[config.mk]
export PLATFORM = sky130hd
export DESIGN_NAME = clk_ctrl
export DESIGN_NICKNAME = d
export VERILOG_FILES = /design/src/design/clk_ctrl_pkg.sv /design/src/design/clk_ctrl.sv
export SDC_FILE = /design/constraint.sdc
export NUM_CORES = 1
export LEC_CHECK = 0
export BUFFER_PORTS_ARGS = -buffer_cell sky130_fd_sc_hd__buf_2
export CAP_MARGIN = 20
export CORE_MARGIN = 10
export CORE_UTILIZATION = 40
export CTS_BUF_LIST = sky130_fd_sc_hd__clkbuf_8
export DETAILED_ROUTE_END_ITERATION = 16
export MAX_ROUTING_LAYER = met4
export PLACE_DENSITY = 0.58
export SKIP_LAST_GASP = 1
export SYNTH_ARGS = -nofsm -noshare
export SYNTH_HDL_FRONTEND = slang
export SYNTH_SLANG_ARGS = --single-unit
export TNS_END_PERCENT = 1
[constraint.sdc]
create_clock -name clock_in -period 7.8 [get_ports clock_in]
set_clock_uncertainty 0.05 [all_clocks]
set_input_delay 0.78 -clock clock_in [delete_from_list [all_inputs] [get_ports clock_in]]
set_output_delay 0.78 -clock clock_in [all_outputs]
set_load 0.05 [all_outputs]
[src/design/clk_ctrl_pkg.sv]
// constants, field layouts and types for the clock and power controller
// assumes a 20 MHz system clock and a 32-bit apb register bus
package clk_ctrl_pkg;
  localparam int          CLK_HZ          = 20_000_000;
  localparam int          LOCK_MIN_NS     = 150_000;
  localparam int          LOCK_MIN_CYC    =
    (LOCK_MIN_NS * (CLK_HZ / 1_000_000) + 999) / 1000;
  localparam logic [7:0]  ADDR_MPLL_CFG   = 8'h00;
  localparam logic [7:0]  ADDR_UPLL_CFG   = 8'h04;
  localparam logic [7:0]  ADDR_LOCK_CNT   = 8'h08;
  localparam logic [7:0]  ADDR_GATE       = 8'h0c;
  localparam logic [7:0]  ADDR_MODE       = 8'h10;
  localparam logic [7:0]  ADDR_DIV        = 8'h14;
  localparam logic [7:0]  ADDR_STATUS     = 8'h18;
  localparam logic [7:0]  ADDR_FREQ       = 8'h1c;
  localparam logic [19:0] PLL_CFG_RST     = 20'h5c040;
  localparam logic [11:0] LOCK_CNT_RST    = 12'hfff;
  localparam logic [15:0] GATE_RST        = 16'hffff;
  localparam logic [7:0]  M_OFFSET        = 8'h08;
  localparam logic [5:0]  P_OFFSET        = 6'h02;
  localparam int          M_LSB           = 12;
  localparam int          P_LSB           = 4;
  localparam int          S_LSB           = 0;
  localparam int          LCNT_U_LSB      = 12;
  localparam logic [1:0]  TEST_LOW_CODE   = 2'h3;
  localparam logic [31:0] UNMAPPED_DATA   = 32'h0000_0000;

  typedef enum logic [2:0] {
    PM_NORMAL, PM_SLOW, PM_IDLE, PM_STOP, PM_LCD_IDLE
  } pm_mode_t;

  typedef enum {LK_BYPASS, LK_LOCKING, LK_LOCKED} lock_state_t;

  typedef struct packed {
    logic [7:0] m;
    logic [5:0] p;
    logic [1:0] s;
  } pll_div_t;

  typedef struct packed {
    logic core;
    logic hbus;
    logic pbus;
    logic lcd;
    logic usb;
  } clk_en_t;

  typedef struct packed {
    logic        psel;
    logic        penable;
    logic        pwrite;
    logic [7:0]  paddr;
    logic [31:0] pwdata;
  } apb_req_t;
endpackage : clk_ctrl_pkg

[src/design/clk_ctrl.sv]
// clock control: boot source select, pll lock timing, clock enables, modes
// assumes the analog plls and gate cells sit outside; all inputs but arst_n_in are
// synchronous to clock_in; outputs are enables for glitch-free gate cells
// Operation
// - latch boot clock pins at reset release
// - mode code picks main and usb source
// - pll unused until config register written
// - low pins 11 make upper pins test
// - pll output m*fin/(p*2^s), offsets 8, 2
// - usb pll behaves like the main pll; here it gets no lock interval after reset, and on wake only once in use
// - core source: pll or direct input
// - new frequency holds core clock until lock
// - lock interval after reset and wake-up
// - interval is count times input period
// - relock only on write; switch at end
// - no internal clocks during relock; here main pll relock stops core, bus and lcd but the usb clock keeps running
// - slow mode drives core from input
// - idle stops core; interrupt wakes
// - stop disables plls; pin or alarm wakes
// - lcd-only idle keeps lcd clock only
// - core, bus clocks and per-block gating
// - usb pll dedicated to 48 mhz clock
//
// Local design decisions: the register addresses and the APB register port.
`timescale 1ns/10ps
module clk_ctrl #(
  parameter int N_GATES   = 16,
  parameter int LOCK_BITS = 12
) (
  input  wire logic                   clock_in,
  input  wire logic                   arst_n_in,
  input  wire logic [1:0]             boot_clock_mode_pins_in,
  input  wire logic [1:0]             boot_mode_low_pins_in,
  input  wire logic                   irq_in,
  input  wire logic                   ext_wake_in,
  input  wire logic                   rtc_alarm_in,
  input  wire clk_ctrl_pkg::apb_req_t apb_in,
  output logic [31:0]                 prdata_out,
  output logic                        pready_out,
  output logic                        pslverr_out,
  output logic                        main_src_ext_out,
  output logic                        usb_src_ext_out,
  output logic                        test_mode_out,
  output logic [1:0]                  test_sel_out,
  output logic                        core_sel_pll_out,
  output logic                        usb_sel_pll_out,
  output logic                        mpll_on_out,
  output logic                        upll_on_out,
  output clk_ctrl_pkg::pll_div_t      mpll_div_out,
  output clk_ctrl_pkg::pll_div_t      upll_div_out,
  output clk_ctrl_pkg::clk_en_t       clk_en_out,
  output logic                        hclk_half_out,
  output logic [1:0]                  pclk_div_out,
  output logic [N_GATES-1:0]          periph_en_out
);
  import clk_ctrl_pkg::*;

  initial begin
    if (N_GATES < 1 || N_GATES > 32) $error("N_GATES out of range");
    if (LOCK_BITS < 8 || LOCK_BITS > 16) $error("LOCK_BITS out of range");
  end

  // reset release through two flip-flops
  logic rst_meta_reg;
  logic rst_n_reg;
  always_ff @(posedge clock_in or negedge arst_n_in) begin
    if (!arst_n_in) begin
      rst_meta_reg <= 1'b0;
      rst_n_reg    <= 1'b0;
    end else begin
      rst_meta_reg <= 1'b1;
      rst_n_reg    <= rst_meta_reg;
    end
  end

  // boot straps are caught on the first clock after release
  logic       strap_done_reg;
  logic [1:0] clk_mode_reg;
  logic [1:0] low_mode_reg;
  always_ff @(posedge clock_in or negedge rst_n_reg) begin
    if (!rst_n_reg) begin
      strap_done_reg <= 1'b0;
      clk_mode_reg   <= 2'h0;
      low_mode_reg   <= 2'h0;
    end else if (!strap_done_reg) begin
      strap_done_reg <= 1'b1;
      clk_mode_reg   <= boot_clock_mode_pins_in;
      low_mode_reg   <= boot_mode_low_pins_in;
    end
  end

  // apb decode
  wire       wr_en   = apb_in.psel & apb_in.penable & apb_in.pwrite;
  wire       rd_en   = apb_in.psel & apb_in.penable & ~apb_in.pwrite;
  wire [7:0] addr    = apb_in.paddr;
  wire       hit_mcf = addr == ADDR_MPLL_CFG;
  wire       hit_ucf = addr == ADDR_UPLL_CFG;
  wire       hit_lck = addr == ADDR_LOCK_CNT;
  wire       hit_gat = addr == ADDR_GATE;
  wire       hit_mod = addr == ADDR_MODE;
  wire       hit_div = addr == ADDR_DIV;
  wire       hit_sts = addr == ADDR_STATUS;
  wire       hit_frq = addr == ADDR_FREQ;
  wire       mapped  = hit_mcf | hit_ucf | hit_lck | hit_gat | hit_mod |
                       hit_div | hit_sts | hit_frq;

  logic [19:0]          mpll_cfg_reg;
  logic [19:0]          upll_cfg_reg;
  logic [2*LOCK_BITS-1:0] lock_cnt_reg;
  logic [N_GATES-1:0]   gate_reg;
  pm_mode_t             mode_reg;
  logic [1:0]           div_reg;
  logic [LOCK_BITS-1:0] mcnt_reg;
  logic [LOCK_BITS-1:0] ucnt_reg;
  lock_state_t          mst_reg;
  lock_state_t          ust_reg;
  logic                 wake_lock_reg;

  wire wr_mcf = wr_en & hit_mcf;
  wire wr_ucf = wr_en & hit_ucf;
  wire wr_mod = wr_en & hit_mod;

  // wake-up from idle, stop or lcd-only idle
  wire deep_sleep = (mode_reg == PM_STOP) | (mode_reg == PM_LCD_IDLE);
  wire wake_deep  = deep_sleep & (ext_wake_in | rtc_alarm_in);
  wire wake_idle  = (mode_reg == PM_IDLE) & irq_in;

  pm_mode_t mode_next;
  always_comb begin
    mode_next = mode_reg;
    if (wake_deep || wake_idle) begin
      mode_next = PM_NORMAL;
    end else if (wr_mod) begin
      case (apb_in.pwdata[2:0])
        3'h0:    mode_next = PM_NORMAL;
        3'h1:    mode_next = PM_SLOW;
        3'h2:    mode_next = PM_IDLE;
        3'h3:    mode_next = PM_STOP;
        3'h4:    mode_next = PM_LCD_IDLE;
        default: mode_next = mode_reg;
      endcase
    end
  end

  always_ff @(posedge clock_in or negedge rst_n_reg) begin
    if (!rst_n_reg) begin
      mpll_cfg_reg <= PLL_CFG_RST;
      upll_cfg_reg <= PLL_CFG_RST;
      lock_cnt_reg <= (2*LOCK_BITS)'({LOCK_CNT_RST, LOCK_CNT_RST});
      gate_reg     <= GATE_RST[N_GATES-1:0];
      mode_reg     <= PM_NORMAL;
      div_reg      <= 2'h0;
    end else begin
      if (wr_mcf) mpll_cfg_reg <= apb_in.pwdata[19:0];
      if (wr_ucf) upll_cfg_reg <= apb_in.pwdata[19:0];
      if (wr_en && hit_lck) lock_cnt_reg <= apb_in.pwdata[2*LOCK_BITS-1:0];
      if (wr_en && hit_gat) gate_reg <= apb_in.pwdata[N_GATES-1:0];
      if (wr_en && hit_div) div_reg <= apb_in.pwdata[1:0];
      mode_reg <= mode_next;
    end
  end

  wire [LOCK_BITS-1:0] m_load = lock_cnt_reg[LOCK_BITS-1:0];
  wire [LOCK_BITS-1:0] u_load = lock_cnt_reg[2*LOCK_BITS-1:LOCK_BITS];

  // deep wake re-runs the lock timing on the main pll, and on the usb pll only once in use
  always_ff @(posedge clock_in or negedge rst_n_reg) begin
    if (!rst_n_reg) begin
      wake_lock_reg <= 1'b0;
    end else begin
      wake_lock_reg <= wake_deep;
    end
  end

  // one lock sequencer per pll, identical for usb
  function automatic lock_state_t lk_next(
    input lock_state_t st, input logic wr, input logic wake,
    input logic [LOCK_BITS-1:0] cnt);
    lock_state_t r;
    r = st;
    case (st)
      LK_BYPASS:  if (wr) r = LK_LOCKING;
      LK_LOCKING: if (wr) r = LK_LOCKING;
                  else if (cnt == '0) r = LK_LOCKED;
      LK_LOCKED:  if (wr || wake) r = LK_LOCKING;
      default:    r = LK_BYPASS;
    endcase
    return r;
  endfunction : lk_next

  // deep wake times the main pll lock even before it is switched in; the usb pll only once in use
  wire m_start = wr_mcf | wake_lock_reg;
  wire u_start = wr_ucf | (wake_lock_reg & ust_reg != LK_BYPASS);

  always_ff @(posedge clock_in or negedge rst_n_reg) begin
    if (!rst_n_reg) begin
      mst_reg  <= LK_BYPASS;
      ust_reg  <= LK_BYPASS;
      // power-on lock: core stays off until the reset count has run out
      mcnt_reg <= LOCK_BITS'(LOCK_CNT_RST);
      ucnt_reg <= '0;
    end else begin
      mst_reg <= lk_next(mst_reg, wr_mcf, wake_lock_reg, mcnt_reg);
      ust_reg <= lk_next(ust_reg, wr_ucf, wake_lock_reg, ucnt_reg);
      if (m_start) mcnt_reg <= m_load;
      else if (mcnt_reg != '0) mcnt_reg <= mcnt_reg - 1'b1;
      if (u_start) ucnt_reg <= u_load;
      else if (ucnt_reg != '0) ucnt_reg <= ucnt_reg - 1'b1;
    end
  end

  // clock enables per mode; gate cells switch on low clock phase
  wire m_lock  = mst_reg == LK_LOCKING;
  wire m_ok    = ~m_lock & ~wake_lock_reg & (mcnt_reg == '0);
  wire is_norm = (mode_reg == PM_NORMAL) | (mode_reg == PM_SLOW);
  wire is_idle = mode_reg == PM_IDLE;
  wire is_lcdi = mode_reg == PM_LCD_IDLE;
  wire en_core = m_ok & is_norm;
  wire en_bus  = m_ok & (is_norm | is_idle);
  wire en_lcd  = m_ok & (is_norm | is_idle | is_lcdi);
  wire en_usb  = ~deep_sleep & (ust_reg != LK_LOCKING);
  wire sel_pll = (mst_reg == LK_LOCKED) & (mode_reg != PM_SLOW);
  wire plls_on = ~deep_sleep;

  logic [N_GATES-1:0] periph_next;
  genvar g;
  generate
    for (g = 0; g < N_GATES; g++) begin : gen_gate
      assign periph_next[g] = gate_reg[g] & en_bus & ~is_lcdi;
    end
  endgenerate

  // read mux: status shows lock state and straps
  wire [31:0] status = {16'h0, 4'h0, low_mode_reg, clk_mode_reg,
                        1'b0, mode_reg, (ust_reg == LK_LOCKED),
                        (mst_reg == LK_LOCKED), m_lock, (ust_reg == LK_LOCKING)};
  // pll ratio terms: m and p*2^s so software can check the ratio
  wire [7:0]  m_fld  = mpll_cfg_reg[M_LSB +: 8];
  wire [5:0]  p_fld  = mpll_cfg_reg[P_LSB +: 6];
  wire [1:0]  s_fld  = mpll_cfg_reg[S_LSB +: 2];
  wire [8:0]  m_val  = {1'b0, m_fld} + {1'b0, M_OFFSET};
  wire [6:0]  p_val  = {1'b0, p_fld} + {1'b0, P_OFFSET};
  wire [9:0]  p_den  = {3'h0, p_val} << s_fld;
  wire [31:0] freq   = {6'h0, p_den, 7'h0, m_val};
  wire [31:0] rd_mux =
    hit_mcf ? {12'h0, mpll_cfg_reg} :
    hit_ucf ? {12'h0, upll_cfg_reg} :
    hit_lck ? 32'(lock_cnt_reg) :
    hit_gat ? 32'(gate_reg) :
    hit_mod ? 32'(mode_reg) :
    hit_div ? {30'h0, div_reg} :
    hit_sts ? status :
    hit_frq ? freq : UNMAPPED_DATA;

  always_ff @(posedge clock_in or negedge rst_n_reg) begin
    if (!rst_n_reg) begin
      prdata_out       <= '0;
      pready_out       <= 1'b0;
      pslverr_out      <= 1'b0;
      main_src_ext_out <= 1'b0;
      usb_src_ext_out  <= 1'b0;
      test_mode_out    <= 1'b0;
      test_sel_out     <= 2'h0;
      core_sel_pll_out <= 1'b0;
      usb_sel_pll_out  <= 1'b0;
      mpll_on_out      <= 1'b1;
      upll_on_out      <= 1'b1;
      mpll_div_out     <= '0;
      upll_div_out     <= '0;
      clk_en_out       <= '0;
      hclk_half_out    <= 1'b0;
      pclk_div_out     <= 2'h0;
      periph_en_out    <= '0;
    end else begin
      // apb answers in the setup-to-access cycle: zero wait states
      pready_out       <= apb_in.psel & ~apb_in.penable;
      pslverr_out      <= apb_in.psel & ~apb_in.penable & ~mapped;
      prdata_out       <= (apb_in.psel & ~apb_in.pwrite) ? rd_mux : '0;
      main_src_ext_out <= clk_mode_reg[1];
      usb_src_ext_out  <= clk_mode_reg[0];
      test_mode_out    <= strap_done_reg & (low_mode_reg == TEST_LOW_CODE);
      test_sel_out     <= clk_mode_reg;
      core_sel_pll_out <= sel_pll;
      usb_sel_pll_out  <= ust_reg == LK_LOCKED;
      mpll_on_out      <= plls_on;
      upll_on_out      <= plls_on;
      mpll_div_out     <= {m_fld, p_fld, s_fld};
      upll_div_out     <= {upll_cfg_reg[M_LSB +: 8], upll_cfg_reg[P_LSB +: 6],
                           upll_cfg_reg[S_LSB +: 2]};
      clk_en_out       <= {en_core, en_bus, en_bus, en_lcd, en_usb};
      hclk_half_out    <= div_reg[1];
      pclk_div_out     <= div_reg;
      periph_en_out    <= periph_next;
    end
  end
  // rd_en kept for decode symmetry: reads have no side effects
  wire unused_rd = rd_en;
endmodule : clk_ctrl

## Word level (Yosys, flattened, before mapping)

Cells that the tools add are included.

- $add $sub $neg: 4
- Equal/unequal tests: 32
- Shift operators: 1
- Mux-type cells: 26
- Bitwise logic cells: 72
- Reductions and logical operators: 23

Operators by type and width:

| operator | count |
|---|---|
| 2-to-1 mux 32 bit | 8 |
| 2-to-1 mux 26 bit | 9 |
| case mux 32 bit (3 select lines) | 2 |
| == test 32 x 2 -> 1 bit (second input constant) | 4 |
| == test 32 x 1 -> 1 bit (second input constant) | 2 |
| == test 32 x 3 -> 1 bit (second input constant) | 2 |
| zero test 32 bit | 2 |
| AND 1 bit | 51 |
| 2-to-1 mux 12 bit | 4 |
| == test 8 x 5 -> 1 bit (second input constant) | 4 |
| != test 32 x 2 -> 1 bit (second input constant) | 1 |
| nonzero test 32 bit | 1 |
| zero test 12 bit | 2 |
| nonzero test 12 bit | 2 |
| subtractor 12 x 1 -> 12 bit (second input constant) | 2 |
| == test 8 x 4 -> 1 bit (second input constant) | 2 |
| case mux 3 bit (5 select lines) | 1 |
| OR 1 bit | 14 |
| == test 3 x 2 -> 1 bit (second input constant) | 4 |
| << shifter 7 x 2 -> 10 bit | 1 |
| adder 8 x 4 -> 9 bit (second input constant) | 1 |
| == test 8 x 3 -> 1 bit (second input constant) | 1 |
| zero test 8 bit | 1 |
| != test 2 bit (second input constant) | 4 |
| 15 further kinds | 33 |

- Bits in registers: 272
- Bits of input ports: 52
- Output and inout port bits: 99

## Longest topological paths before layout

- Depth in word-level cells: 11
- Mapped depth: 9
- Gate-level depth less buffers: 7

## Least setup slack after synthesis

Ideal clock, no wire load.

- Kind: input-to-reg
- From: in apb_in[36] (netlist bit)
- To: reg lock_cnt_reg[10]
- Setup time: 0.082 ns
- Data arrival time: 2.266 ns
- Data required time: 7.668 ns
- Slack: 5.402 ns
- Stages: 7
- Path buffers: 2
- Cells stage by stage: buf_2 nor4_4 nand2_2 nor2_2 nand2_2 buf_2 mux2_2

- Longest elaborated chain between the ends: 2

RTL lines:

| what | line | source |
|---|---|---|
| from (decl) | clk_ctrl.sv:37 | `input wire clk_ctrl_pkg::apb_req_t apb_in,` |
| == test 8 x 4 -> 1 bit | clk_ctrl.sv:98 | `wire hit_lck = addr == ADDR_LOCK_CNT;` |
| logical AND 1 bit | clk_ctrl.sv:156 | `if (wr_en && hit_lck) lock_cnt_reg <= apb_in.pwdata[2*LOCK_BITS-1:0];` |
| to (signal assigned) | clk_ctrl.sv:149 | `lock_cnt_reg <= (2*LOCK_BITS)'({LOCK_CNT_RST, LOCK_CNT_RST});` |
| to (signal assigned) | clk_ctrl.sv:156 |  |
| to (decl) | clk_ctrl.sv:109 | `logic [2*LOCK_BITS-1:0] lock_cnt_reg;` |

Every way passes these cells.
A chain may end at the register's enable or synchronous reset.

## Worst setup path in the final report

- From: reg mcnt_reg[0]
- To: reg periph_en_out[5]

- Longest elaborated chain between the ends: 5

RTL lines:

| what | line | source |
|---|---|---|
| from (decl) | clk_ctrl.sv:113 | `logic [LOCK_BITS-1:0] mcnt_reg;` |
| from (signal assigned) | clk_ctrl.sv:200 | `mcnt_reg <= LOCK_BITS'(LOCK_CNT_RST);` |
| from (signal assigned) | clk_ctrl.sv:205 | `if (m_start) mcnt_reg <= m_load;` |
| from (signal assigned) | clk_ctrl.sv:206 | `else if (mcnt_reg != '0) mcnt_reg <= mcnt_reg - 1'b1;` |
| zero test 12 bit | clk_ctrl.sv:214 | `wire m_ok = ~m_lock & ~wake_lock_reg & (mcnt_reg == '0);` |
| AND 1 bit | clk_ctrl.sv:214 |  |
| AND 1 bit | clk_ctrl.sv:219 | `wire en_bus = m_ok & (is_norm \| is_idle);` |
| AND 1 bit (2 in series) | clk_ctrl.sv:229 | `assign periph_next[g] = gate_reg[g] & en_bus & ~is_lcdi;` |
| named net periph_next[5] | clk_ctrl.sv:225 | `logic [N_GATES-1:0] periph_next;` |
| to (signal assigned) | clk_ctrl.sv:293 | `periph_en_out <= periph_next;` |
| to (decl) | clk_ctrl.sv:54 | `output logic [N_GATES-1:0] periph_en_out` |

The timed path passes the listed nets, and every way through them passes these cells.

==> qor.yml <==
setup_path:
  crit_required_ns: 8.20
  setup.worst_path.start_class: "register"
  cp-endpoint: "periph_en_out[5]"
  crit_arrival_ns: 3.22
  crit_type: "register to register"
  worstPathMaxFanout: 17
  critPathTopFamily: "simple AND/OR/NAND/NOR gates"
  cp-startpoint: "mcnt_reg[0]"
  slowest_delay_ns: 0.73
  worstSetupEndpointType: "register"
  critPathSlowestCell: "and3_1"
  crit_chain: "inv_1 > ha_1 > nor3b_1 > and4_1 > and3_1 > and2_1"
  rr_worst_depth: 6
  critPathBufInv: 1
  path_depth: 6
  worst_r2r_endpoint: "periph_en_out[5]"
  r2r_setup_slack_ns: 4.98
  r2r-start: "mcnt_reg[0]"
logic_synthesis:
  yosys_most_used_dff: "dfrtp_1"
  avgSynthCellArea_um2: 10.9
  ys_ff_latch: 209
  synth-edff-count: 0
  ys_warn_count: 0
  yosysSeqAreaShare: 0.583
  synth_cell_type_count: 64
  async_flop_share: 1.00
  synth_cells: 833
  netlist_area_um2: 9110
global_routing:
  grt_max_degree: 67
  use_met1: 0.231
  use_met3: 0.0336
  grt_pass1_vias: 6883
  grt_pass1_wl_um: 39500
  grtUsageTotal: 0.178
  antenna_found_initial: 1
  top_usage_layer: "met2"
  grt.met2_usage: 0.283
  globalRouteOverflowTotal: 0
timing:
  timing.final.crit_share: 0.362
  rsz0062_at_grt: "false"
  worst-slew-pin-transition_ns: 0.897
  max_freq_mhz: 355
  setup_viol: 0
  drv_slew: 0
  fin_setup_tns_ns: 0
  period_minus_slack_ns: 2.82
  finalHoldViolations: 0
  maxSlewHeadroom: 0.393
  finalHoldWorstSlack_ns: 0.244
job:
  maxCapViolations: 0
place:
  gp_congestion: 0.825
  dp_hpwl_um: 17900
  dpl-instance-area_um2: 10000
  portBuffers: 136
drt:
  wl_per_cell_um: 19.8
  drt_iter0_drc: 448
  totalWireLength_um: 25500
  dr_total_vias: 6731
  first_pass_iters: 5
  drc: 0
  vias_per_cell: 5.21
  ant_nets: 0
cells_and_area:
  mostFrequentLayoutCells: "nand2_1 (166), dfrtp_1 (145), buf_2 (136), dfstp_2 (63)"
  num-nets-final: 1031
  drive_gt1_frac: 0.341
  largest_reg_flops: 26
  final_area_um2: 10900
  finish.utilization: 0.483
  area.growth.synth_to_final_pct: 19.2
  mostFrequentLayoutCell: "nand2_1"
clock_tree:
  cts.htree.levels: 2
  cts-resized-gates: 0
  clock-sinks: 209
  cts_tree: "done"
  path_clk_slew_ns: 0.06
  cts_setup_buffers: 0
  clkLatencyLatePin_ns: 0.54
  cts_root_buf: "clkbuf_8"
  tritoncts.num_buffers: 38
  ctsLongestPathBuffers: 3
floorplanning:
  start_util: 0.405
  ios: 151
  core_area_um2: 22500
  die_w_um: 171
  fp.dieH_um: 171
  rows: 55
  die_area_um2: 29200
pwr:
  total_power_uw: 2730
  p_leak_uw: 0.00514
  power_density_nw_per_um2: 251
  peakVddDrop_v: 0.000114
hold_path:
  min_path_type: "register to async pin"
status:
  status: "finished clean"
## area by class of cell
class	instances	area, um2
Tap cell	285	357
Sequential cell	209	5310
Timing Repair Buffer	147	766
Antenna cell	1	2.50
Clock inverter	21	174
Fill cell	2113	11600
Clock buffer	49	674
Multi-Input combinational cell	564	3520
Inverter	15	56.3
## worst reg2reg max path: cells and delay by family (launching register included)
family / cells / cell delay (ns)
simple gates: 4 / 2.06
flops: 1 / 0.37
fa+ha+maj: 1 / 0.19
buf+inv: 1 / 0.09
## worst min-delay path by stage
stage	depth (start not counted)	to	slack, ns
2_1_floorplan	0	rst_n_reg	0.28
3_3_place_gp	0	clk_en_out[0]	0.27
3_5_place_dp	0	clk_en_out[0]	0.26
4_1_cts	0	clk_en_out[0]	0.26
5_1_grt	0	mpll_div_out[8]	0.29
6_report	0	hclk_half_out	0.24
## per-layer routing
layer  part of all wire  vias up  wire length [um]
li1                   -     3165                 -
met4              0.019        0               476
met2               0.48      208             12300
met5                  0        -                 0
met3              0.059       36              1490
met1               0.44     3322             11300
## synthesized netlist by cell type (all sizes together) (3+ instances only)
cell    instances  area share
nand2         168       0.070
dfrtp         146        0.40
dfstp          63        0.18
mux2           49       0.061
o21ai          47       0.026
nor2           45       0.019
a21oi          37       0.020
buf            28       0.018
clkbuf         23      0.0095
and2           20       0.014
nor2b          16       0.011
inv            14      0.0058
mux2i          13       0.014
nand3          13      0.0071
a211oi         12      0.0099
nand2b         10      0.0069
o31ai          10      0.0088
xnor2          10      0.0096
xor2            9      0.0086
mux4            8       0.020
nor3            8      0.0055
nor4            8      0.0078
and3            6      0.0041
nand4           6      0.0041
or4             6      0.0062
o22ai           5      0.0034
a221oi          4      0.0038
ha              4      0.0055
nand3b          4      0.0033
or3             4      0.0034
a21boi          3      0.0025
a31oi           3      0.0021
nor4b           3      0.0029
o211ai          3      0.0025
o32ai           3      0.0029
## cells by family (layout without fill, tap and decap cells)
kind of cell             count (synthesis)  after routing  share of synthesized area
buffers and inverters                   66            232                     0.0338
AO/OA/AOI/OAI                          139            139                     0.0940
other                                    2              9                   0.000824
flip-flops                             209            209                      0.583
multiplexers                            70             70                     0.0946
XOR/XNOR                                19             19                     0.0183
AND/OR/NAND/NOR                        324            324                      0.171
adder cells (fa/ha/maj)                  4              4                    0.00549
## report_power, final
| group | internal (uW) | leakage, uW | total (uW) | switching (uW) |
|---|---|---|---|---|
| clock | 666 | 0.000475 | 1120 | 456 |
| sequential | 1200 | 0.00259 | 1280 | 80.7 |
| combinational | 140 | 0.00208 | 331 | 191 |
## repair_timing
| item | 4_1_cts | 5_1_grt |
|---|---|---|
| endpoints found under the setup margin | 0 | 0 |
| hold endpoints to repair | 2 | 0 |
| hold buffers | 1 | 0 |
## stage by stage
stage          setup slack [ns]  instances
2_1_floorplan              1.60        839
3_3_place_gp               4.60       1219
3_5_place_dp               4.58       1219
6_report                   4.98       1291
5_1_grt                    4.69       1291
4_1_cts                    4.89       1290
No activity file was read; power rests on OpenSTA's default activity.
